==> src/bft_pkg.sv <==
// package for the breaker failure timer block
// assumes a 40 MHz pclk and a sample strobe from the relay's sampling clock
package bft_pkg;

  // clock and timing
  localparam int unsigned CLK_HZ = 40000000;
  localparam int unsigned HALF_CYCLE_MS = 10;
  localparam int unsigned SAMPLES_PER_CYCLE = 24;
  localparam int unsigned HALF_CYCLE_SAMPLES = SAMPLES_PER_CYCLE / 2;
  localparam int unsigned HALF_CYCLE_CYCLES = CLK_HZ / 1000 * HALF_CYCLE_MS;

  // reset option encodings for non-current and external initiation
  localparam logic [1:0] RST_UC_ONLY = 2'h0;
  localparam logic [1:0] RST_UC_AND_DROP = 2'h1;
  localparam logic [1:0] RST_UC_AND_OPEN = 2'h2;

  // register byte offsets
  localparam logic [7:0] REG_CTRL = 8'h00;
  localparam logic [7:0] REG_T1_DELAY = 8'h04;
  localparam logic [7:0] REG_T2_DELAY = 8'h08;
  localparam logic [7:0] REG_STATUS = 8'h0c;
  localparam logic [7:0] REG_IRQ_STAT = 8'h10;
  localparam logic [7:0] REG_IRQ_CLR = 8'h14;
  localparam logic [7:0] REG_IRQ_EN = 8'h18;

  // control register fields
  localparam int unsigned CTRL_T1_EN = 0;
  localparam int unsigned CTRL_T2_EN = 1;
  localparam int unsigned CTRL_RETRIP = 2;
  localparam int unsigned CTRL_NONSRC_LSB = 3;
  localparam int unsigned CTRL_EXT_LSB = 5;
  localparam int unsigned CTRL_DROP_PH = 7;
  localparam int unsigned CTRL_DROP_EF = 8;
  localparam int unsigned CTRL_DROP_ALL = 9;
  localparam int unsigned CTRL_W = 10;
  localparam logic [CTRL_W-1:0] CTRL_RESET = 10'h001;

  // timer delay width and reset values in pclk cycles
  localparam int unsigned DLY_W = 32;
  localparam logic [DLY_W-1:0] T1_DELAY_RESET = 32'h0061a800;
  localparam logic [DLY_W-1:0] T2_DELAY_RESET = 32'h00c35000;

  // interrupt event bits
  localparam int unsigned EV_INIT = 0;
  localparam int unsigned EV_T1 = 1;
  localparam int unsigned EV_T2 = 2;
  localparam int unsigned EV_W = 3;

  // initiation inputs
  typedef struct packed {
    logic current_trip;
    logic sef_trip;
    logic nonsource_trip;
    logic external_trip;
  } bft_init_s;

  // undercurrent and breaker state inputs
  typedef struct packed {
    logic phase_a_uc;
    logic phase_b_uc;
    logic phase_c_uc;
    logic earth_uc;
    logic sef_uc;
    logic [2:0] pole_open;
  } bft_meas_s;

endpackage

==> src/bft_top.sv <==
// breaker failure supervision: two failure timers, reset selection, zero-crossing block
// assumes same-clock protection inputs, a sample strobe with a sign bit, and an APB master
//
// Register access over APB and the address map were decided locally.
`timescale 1ns/1ps

module bft_top
  import bft_pkg::*;
#(
  parameter int unsigned HALF_SAMPLES = HALF_CYCLE_SAMPLES
) (
  // clock, reset, enable
  input wire logic pclk,
  input wire logic presetn,
  input wire logic clk_en,
  // apb slave
  input wire logic psel,
  input wire logic penable,
  input wire logic pwrite,
  input wire logic [7:0] paddr,
  input wire logic [31:0] pwdata,
  output logic [31:0] prdata,
  output logic pready,
  output logic pslverr,
  // protection inputs
  input wire bft_init_s init_in,
  input wire bft_meas_s meas_in,
  input wire logic phase_oc_start,
  input wire logic earth_oc_start,
  input wire logic other_start,
  // current samples
  input wire logic sample_valid,
  input wire logic sample_negative,
  // outputs
  output logic retrip_out,
  output logic backtrip_out,
  output logic phase_oc_start_out,
  output logic earth_oc_start_out,
  output logic other_start_out,
  output logic zero_cross_block,
  output logic irq
);

  ////////////////////////////////////////////////////////////////////////////
  // registers and state
  // configuration registers
  logic [CTRL_W-1:0] ctrl_r;
  logic [DLY_W-1:0] t1_delay_r;
  logic [DLY_W-1:0] t2_delay_r;

  // failure timer state
  logic [DLY_W-1:0] t1_cnt_r;
  logic [DLY_W-1:0] t2_cnt_r;
  logic t1_run_r;
  logic t2_run_r;
  logic t1_exp_r;
  logic t2_exp_r;

  // initiation memory
  bft_init_s latched_r;
  bft_init_s init_d_r;

  // interrupt state
  logic [EV_W-1:0] irq_stat_r;
  logic [EV_W-1:0] irq_en_r;

  // zero-crossing state
  logic [7:0] zc_cnt_r;
  logic zc_sign_r;
  logic zc_block_r;

  // combinational terms
  logic any_init;
  logic all_uc;
  logic all_open;
  logic reset_ok;
  logic timer_clear;
  logic rst_cur;
  logic rst_sef;
  logic rst_non;
  logic rst_ext;
  logic bf_op;
  logic wr_acc;
  logic irq_clr_hit;
  logic [EV_W-1:0] ev;

  ////////////////////////////////////////////////////////////////////////////
  // initiation and reset conditions
  assign any_init = init_in.current_trip | init_in.sef_trip
    | init_in.nonsource_trip | init_in.external_trip;
  assign all_uc = meas_in.phase_a_uc & meas_in.phase_b_uc
    & meas_in.phase_c_uc & meas_in.earth_uc;
  assign all_open = &meas_in.pole_open;

  // fixed reset for current based initiation
  assign rst_cur = ~latched_r.current_trip | all_uc;
  // fixed reset for sensitive earth initiation
  assign rst_sef = ~latched_r.sef_trip | meas_in.sef_uc;

  // selectable reset for non-current initiation
  always_comb begin
    case (ctrl_r[CTRL_NONSRC_LSB +: 2])
      RST_UC_AND_DROP: rst_non = all_uc & ~init_in.nonsource_trip;
      RST_UC_ONLY: rst_non = all_uc;
      RST_UC_AND_OPEN: rst_non = all_uc & all_open;
      default: rst_non = all_uc & all_open; // code 3 acts as pole open
    endcase
    if (!latched_r.nonsource_trip) begin
      rst_non = 1'b1;
    end
  end

  // selectable reset for external initiation
  always_comb begin
    case (ctrl_r[CTRL_EXT_LSB +: 2])
      RST_UC_AND_DROP: rst_ext = all_uc & ~init_in.external_trip;
      RST_UC_ONLY: rst_ext = all_uc;
      RST_UC_AND_OPEN: rst_ext = all_uc & all_open;
      default: rst_ext = all_uc & all_open; // code 3 acts as pole open
    endcase
    if (!latched_r.external_trip) begin
      rst_ext = 1'b1;
    end
  end

  assign reset_ok = rst_cur & rst_sef & rst_non & rst_ext;

  // a reset only counts once every initiation has dropped
  assign timer_clear = reset_ok & ~any_init;

  ////////////////////////////////////////////////////////////////////////////
  // initiation latch: remembers which sources started the current episode
  always_ff @(posedge pclk or negedge presetn) begin
    if (!presetn) begin
      latched_r <= '0;
    end else if (clk_en) begin
      if ((t1_run_r || t2_run_r) && timer_clear) begin
        latched_r <= '0;
      end else begin
        latched_r <= latched_r | init_in;
      end
    end
  end

  // previous initiation levels for the new-initiation event
  always_ff @(posedge pclk or negedge presetn) begin
    if (!presetn) begin
      init_d_r <= '0;
    end else if (clk_en) begin
      init_d_r <= init_in;
    end
  end

  ////////////////////////////////////////////////////////////////////////////
  // first failure timer
  always_ff @(posedge pclk or negedge presetn) begin
    if (!presetn) begin
      t1_run_r <= 1'b0;
      t1_cnt_r <= '0;
      t1_exp_r <= 1'b0;
    end else if (clk_en) begin
      if (!ctrl_r[CTRL_T1_EN]) begin
        t1_run_r <= 1'b0;
        t1_cnt_r <= '0;
        t1_exp_r <= 1'b0;
      end else if (t1_run_r && timer_clear) begin
        t1_run_r <= 1'b0;
        t1_cnt_r <= '0;
        t1_exp_r <= 1'b0;
      end else if (any_init || t1_run_r) begin
        t1_run_r <= 1'b1;
        if (t1_cnt_r >= t1_delay_r) begin
          t1_exp_r <= 1'b1;
        end else begin
          t1_cnt_r <= t1_cnt_r + 32'h1;
        end
      end
    end
  end

  ////////////////////////////////////////////////////////////////////////////
  // second failure timer, started in parallel with the first
  always_ff @(posedge pclk or negedge presetn) begin
    if (!presetn) begin
      t2_run_r <= 1'b0;
      t2_cnt_r <= '0;
      t2_exp_r <= 1'b0;
    end else if (clk_en) begin
      if (!ctrl_r[CTRL_T2_EN]) begin
        t2_run_r <= 1'b0;
        t2_cnt_r <= '0;
        t2_exp_r <= 1'b0;
      end else if (t2_run_r && timer_clear) begin
        t2_run_r <= 1'b0;
        t2_cnt_r <= '0;
        t2_exp_r <= 1'b0;
      end else if (any_init || t2_run_r) begin
        t2_run_r <= 1'b1;
        if (t2_cnt_r >= t2_delay_r) begin
          t2_exp_r <= 1'b1;
        end else begin
          t2_cnt_r <= t2_cnt_r + 32'h1;
        end
      end
    end
  end

  ////////////////////////////////////////////////////////////////////////////
  // zero-crossing detector: counts same-sign samples after the breaker opens
  always_ff @(posedge pclk or negedge presetn) begin
    if (!presetn) begin
      zc_cnt_r <= '0;
      zc_sign_r <= 1'b0;
      zc_block_r <= 1'b0;
    end else if (clk_en) begin
      if (!all_open) begin
        zc_cnt_r <= '0;
        zc_block_r <= 1'b0;
      end else if (sample_valid) begin
        zc_sign_r <= sample_negative;
        if (zc_cnt_r == 8'h0 || sample_negative != zc_sign_r) begin
          zc_cnt_r <= 8'h1;
          zc_block_r <= 1'b0;
        end else if (zc_cnt_r >= 8'(HALF_SAMPLES)) begin
          zc_block_r <= 1'b1;
        end else begin
          zc_cnt_r <= zc_cnt_r + 8'h1;
        end
      end
    end
  end

  ////////////////////////////////////////////////////////////////////////////
  // trip and start outputs
  assign bf_op = t1_exp_r | t2_exp_r;

  // retrip and back-trip, both held off while the subsidence block stands
  always_ff @(posedge pclk or negedge presetn) begin
    if (!presetn) begin
      retrip_out <= 1'b0;
      backtrip_out <= 1'b0;
    end else if (clk_en) begin
      if (ctrl_r[CTRL_RETRIP]) begin
        retrip_out <= t1_exp_r & ~zc_block_r;
        backtrip_out <= t2_exp_r & ~zc_block_r;
      end else begin
        retrip_out <= 1'b0;
        backtrip_out <= t1_exp_r & ~zc_block_r;
      end
    end
  end

  // start outputs, withdrawn after a failure timeout when enabled
  always_ff @(posedge pclk or negedge presetn) begin
    if (!presetn) begin
      phase_oc_start_out <= 1'b0;
      earth_oc_start_out <= 1'b0;
      other_start_out <= 1'b0;
    end else if (clk_en) begin
      phase_oc_start_out <= phase_oc_start
        & ~(bf_op & (ctrl_r[CTRL_DROP_PH] | ctrl_r[CTRL_DROP_ALL]));
      earth_oc_start_out <= earth_oc_start
        & ~(bf_op & (ctrl_r[CTRL_DROP_EF] | ctrl_r[CTRL_DROP_ALL]));
      other_start_out <= other_start & ~(bf_op & ctrl_r[CTRL_DROP_ALL]);
    end
  end

  // zero-crossing block flag as seen outside
  always_ff @(posedge pclk or negedge presetn) begin
    if (!presetn) begin
      zero_cross_block <= 1'b0;
    end else if (clk_en) begin
      zero_cross_block <= zc_block_r;
    end
  end

  ////////////////////////////////////////////////////////////////////////////
  // interrupt events: new initiation, first timer expiry, second timer expiry only with retrip enabled
  assign ev[EV_INIT] = any_init & ~(|init_d_r);
  assign ev[EV_T1] = t1_exp_r & ~backtrip_out & ~retrip_out & ~zc_block_r;
  assign ev[EV_T2] = t2_exp_r & ~backtrip_out & ~zc_block_r & ctrl_r[CTRL_RETRIP];
  assign wr_acc = psel & penable & pwrite;
  assign irq_clr_hit = wr_acc & (paddr == REG_IRQ_CLR);

  // sticky status, set wins over clear
  always_ff @(posedge pclk or negedge presetn) begin
    if (!presetn) begin
      irq_stat_r <= '0;
    end else if (clk_en) begin
      if (irq_clr_hit) begin
        irq_stat_r <= (irq_stat_r & ~pwdata[EV_W-1:0]) | ev;
      end else begin
        irq_stat_r <= irq_stat_r | ev;
      end
    end
  end

  // level interrupt, high while an enabled status bit is set
  always_ff @(posedge pclk or negedge presetn) begin
    if (!presetn) begin
      irq <= 1'b0;
    end else if (clk_en) begin
      irq <= |(irq_stat_r & irq_en_r);
    end
  end

  ////////////////////////////////////////////////////////////////////////////
  // apb register writes
  always_ff @(posedge pclk or negedge presetn) begin
    if (!presetn) begin
      ctrl_r <= CTRL_RESET;
      t1_delay_r <= T1_DELAY_RESET;
      t2_delay_r <= T2_DELAY_RESET;
    end else if (clk_en && wr_acc) begin
      case (paddr)
        REG_CTRL: ctrl_r <= pwdata[CTRL_W-1:0];
        REG_T1_DELAY: t1_delay_r <= pwdata;
        REG_T2_DELAY: t2_delay_r <= pwdata;
        default: ;
      endcase
    end
  end

  // interrupt enable register
  always_ff @(posedge pclk or negedge presetn) begin
    if (!presetn) begin
      irq_en_r <= '0;
    end else if (clk_en && wr_acc && paddr == REG_IRQ_EN) begin
      irq_en_r <= pwdata[EV_W-1:0];
    end
  end

  // zero-wait answer: ready in the access phase of every transfer
  always_ff @(posedge pclk or negedge presetn) begin
    if (!presetn) begin
      pready <= 1'b0;
    end else if (clk_en) begin
      pready <= psel & ~penable;
    end
  end

  // apb read data, latched in the setup phase
  always_ff @(posedge pclk or negedge presetn) begin
    if (!presetn) begin
      prdata <= '0;
      pslverr <= 1'b0;
    end else if (clk_en) begin
      pslverr <= 1'b0;
      prdata <= '0;
      if (psel && !penable) begin
        case (paddr)
          REG_CTRL: prdata <= {22'h0, ctrl_r};
          REG_T1_DELAY: prdata <= t1_delay_r;
          REG_T2_DELAY: prdata <= t2_delay_r;
          REG_STATUS: prdata <= {25'h0, zc_block_r, backtrip_out, retrip_out,
            t2_run_r, t1_run_r, t2_exp_r, t1_exp_r};
          REG_IRQ_STAT: prdata <= {29'h0, irq_stat_r};
          REG_IRQ_CLR: prdata <= '0;
          REG_IRQ_EN: prdata <= {29'h0, irq_en_r};
          default: pslverr <= 1'b1;
        endcase
      end
    end
  end

endmodule

==> config.mk <==
export PLATFORM = sky130hd
export DESIGN_NAME = bft_top
export DESIGN_NICKNAME = d
export VERILOG_FILES = /design/src/bft_pkg.sv /design/src/bft_top.sv
export SDC_FILE = /design/constraint.sdc
export NUM_CORES = 1
export LEC_CHECK = 0
export ABC_AREA = 1
export BUFFER_PORTS_ARGS = -buffer_cell sky130_fd_sc_hd__buf_2
export CORE_MARGIN = 2
export CORE_UTILIZATION = 30
export CTS_CLUSTER_DIAMETER = 100
export CTS_CLUSTER_SIZE = 28
export DETAILED_ROUTE_END_ITERATION = 16
export SYNTH_ARGS = -nofsm -noshare
export SYNTH_HDL_FRONTEND = slang
export SYNTH_SLANG_ARGS = --single-unit
==> constraint.sdc <==
create_clock -name pclk -period 2.3 [get_ports pclk]
set_input_delay 0.23 -clock pclk [delete_from_list [all_inputs] [get_ports pclk]]
set_output_delay 0.23 -clock pclk [all_outputs]
set_load 0.02 [all_outputs]
==> out/results.ini <==
[run_status]
status=complete, no violations

[floorplanning]
io_pins=104
core_area_sq_um=41000
fp-row-count=74
die_w_microns=208
die_area_sq_um=43400
die_h_microns=208
initial_utilization=0.305

[setup_path]
critical_path_class=flop to flop
cp_slowest_cell=dfstp_2
crit_buf_inv=3
start_kind=flop
critPathArrivalTime_ns=2.63
cp_top_family=simple AND/OR/NAND/NOR gates
cp.required_ns=2.71
crit_path_end_kind=flop
crit_path_max_incr_delay_ns=0.55
cp_common_cell=nand4_1
cp_cell_sequence=inv_2 -> ha_4 -> nand2_4 -> nor2_4 -> nand4_1 -> nor2_2 -> nand4_1 -> nand4_4 -> buf_12 -> clkbuf_16 -> nand3_1 -> nand2_1
crit_path_max_fanout=4

[detailed_routing]
wl_microns=38400
avgViaCountPerCell=4.98
drt_pass1_iterations=5
vias=11400
wl_per_cell_microns=16.8
drtIter0Drc=917
drc=0
ant_nets=0

[timing]
finalCritPeriodShare=0.965
relSlewSlack=0.586
whs_ns=0.0173
final_max_slew_viol_count=0
rsz0062_at_grt=yes
tns_ns=0
hold_viol=0
setup_viol=0
worst_pin_slew_ns=0.621
fin_worst_skew_ns=0.0318
period_needed_ns=2.22
setup_slack_ns=0.0806
fmax_ghz=0.451

[place]
gp_congestion=0.909
io_buffers=103
place_hpwl_microns=28300
place_area_sq_um=13800
place_ws_ns=-0.0237

[cts]
clock_path_buffers=3
numCtsBuffers=12
cts_tree=done
clock_latency_ns=0.50
cts.reportedPaths.clkPinSlew_ns=0.12
cts-root-buf=clkbuf_16
cts.sinks=207
htree_levels=1

[power]
power.density_nw_per_um2=459
clkPwrFrac=0.363
p_seq_frac=0.548
p_comb_frac=0.089
p_sw_frac=0.266
power.leakage_uw=0.00687
p_int_uw=4970
ir_worst_vdd_v=0.000364
switchingPower_uw=1800

[synth]
yosysWarnings=0
synth_cells=1620
synth_common_cells=449 x nand2_1, 194 x dfrtp_1, 189 x inv_1, 117 x nand3_1, 107 x nor2_1
synthArstFlopShare=1.00
syn-mean-instance-area_sq_um=7.73
yosysUniqueCellTypes=48
synth_ff_type=dfrtp_1
synth_area_leaders=dfrtp_1 39%, nand2_1 13%, ha_1 6.8%
synth_edf_count=0
ys_seq_area_frac=0.415
netlist_area_sq_um=12500
synth_most_common_cell=nand2_1
yosysTopAreaCell=dfrtp_1
synthesis.nets=1751
ys_seq_elements=207
synth_top_area_share=0.387

[global_routing]
grt_usage=0.171
grt.overflow.total=0
grt_pass1_wl_microns=60100
antenna_found_initial=0
grt_pass1_vias=11200
grt_start_max_net_pins=65

[layout]
diodes=0
stdcell_area_sq_um=14700
area_delta_synth_final_pct=17.7
layout-drive-gt1-share=0.159
fin_nets=1882
final_core_util=0.359

[hold_path]
worstHoldPathType=input pin to flop

[job]
cap_violations=0

==> power groups by stage <==
stage	clock, uW	sequential, uW	combinational, uW
finish	2460	3710	605
global route	2670	3710	665
CTS	2530	3710	537
detailed placement	0	3780	518
global placement	0	3780	508
floorplan	0	3780	244
==> state kept, by name (all words and copies together) (netlist names), 3 cells and up <==
name,cells
irq_stat_r,3
init_d_r,4
zc_cnt_r,8
prdata,32
t2_delay_r,32
t1_cnt_r,32
t2_cnt_r,32
ctrl_r,10
t1_delay_r,32
latched_r,4
irq_en_r,3
==> tightest hold or removal path, delay by kind of cell <==
family	cells	cell delay (ns)
buf+inv	2	0.16
compound gates	1	0.08
==> cell type report <==
| class | count | area [sq um] |
|---|---|---|
| well taps | 532 | 666 |
| flip-flops and latches | 207 | 5200 |
| inverters | 199 | 751 |
| clock buffers | 15 | 333 |
| repair buffers | 170 | 1260 |
| clock inverters | 5 | 51.3 |
| fillers | 4238 | 26300 |
| multi-input cells | 1161 | 6480 |
==> cell usage in the layout (no fill, tap or decap), types with 6 or more instances in the layout <==
cell and count:
inv_2 14, inv_1 183, nor2_2 11, nand3_2 15, o21a_1 6, nor3_2 8
buf_2 102, nor2_1 104, xor2_1 29, dfrtp_1 191, buf_12 10, o22ai_1 33
xnor2_1 16, a21oi_1 38, ha_1 63, nand2_2 9, nand3_1 111, nor3_1 69
nand4_1 17, o21ai_1 9, buf_4 39, dfstp_2 13, dlygate4sd3_1 12, a22o_1 22
clkbuf_16 17, o21ai_0 101, nand2_1 444, nand3b_1 6
==> metrics by stage <==
stage / cells / total power, uW
2_1_floorplan: 1620 / 4030
3_3_place_gp: 2243 / 4280
3_5_place_dp: 2243 / 4290
4_1_cts: 2274 / 6770
5_1_grt: 2289 / 7040
6_report: 2289 / 6770
==> path summary, 6_finish.rpt <==
| path | start | depth (start not counted) | end | slack (ns) |
|---|---|---|---|---|
| max reg2reg | t2_delay_r[23]$_DFFE_PN1P_ | 12 | t2_cnt_r[21]$_DFFE_PN0P_ | 0.08 |
| min in group asynchronous | presetn | 2 | latched_r[2]$_DFFE_PN0P_ | 0.26 |
| max in group asynchronous | presetn | 3 | ctrl_r[0]$_DFFE_PN1P_ | 1.26 |
| max | t2_delay_r[23]$_DFFE_PN1P_ | 12 | t2_cnt_r[21]$_DFFE_PN0P_ | 0.08 |
| min | pwdata[27] | 3 | t2_delay_r[27]$_DFFE_PN0P_ | 0.02 |
| min reg2reg | init_d_r[1]$_DFFE_PN0P_ | 1 | irq_stat_r[0]$_DFFE_PN0P_ | 0.46 |
==> cells by family (layout without fill, tap and decap cells) <==
kind of cell | Yosys count | after routing | synth area share
AO/OA/AOI/OAI | 227 | 227 | 0.107
XOR/XNOR | 45 | 45 | 0.0315
adder cells (fa/ha/maj) | 68 | 68 | 0.0679
buffers and inverters | 255 | 389 | 0.0846
flip-flops | 207 | 207 | 0.415
multiplexers | 1 | 1 | 0.000899
AND/OR/NAND/NOR | 817 | 820 | 0.293
==> layer usage <==
| layer | part of all wire | up-vias | routed length, microns | GRT usage |
|---|---|---|---|---|
| met1 | 0.45 | 5495 | 17200 | 0.230 |
| met5 | 0 | - | 0 | 0 |
| met4 | 0.020 | 0 | 751 | 0.0409 |
| met3 | 0.043 | 52 | 1660 | 0.0198 |
| met2 | 0.49 | 290 | 18700 | 0.291 |
| li1 | - | 5557 | - | - |
==> what timing repair did <==
item / CTS / global route
hold endpoints to repair: 53 / 1
gates resized for setup: 3 / 45
pin swaps: 0 / 20
setup endpoints to repair: 32 / 63
setup buffers: 0 / 7
hold buffers: 11 / 1
cloned: 0 / 7
(Power assumes the default switching activity.)
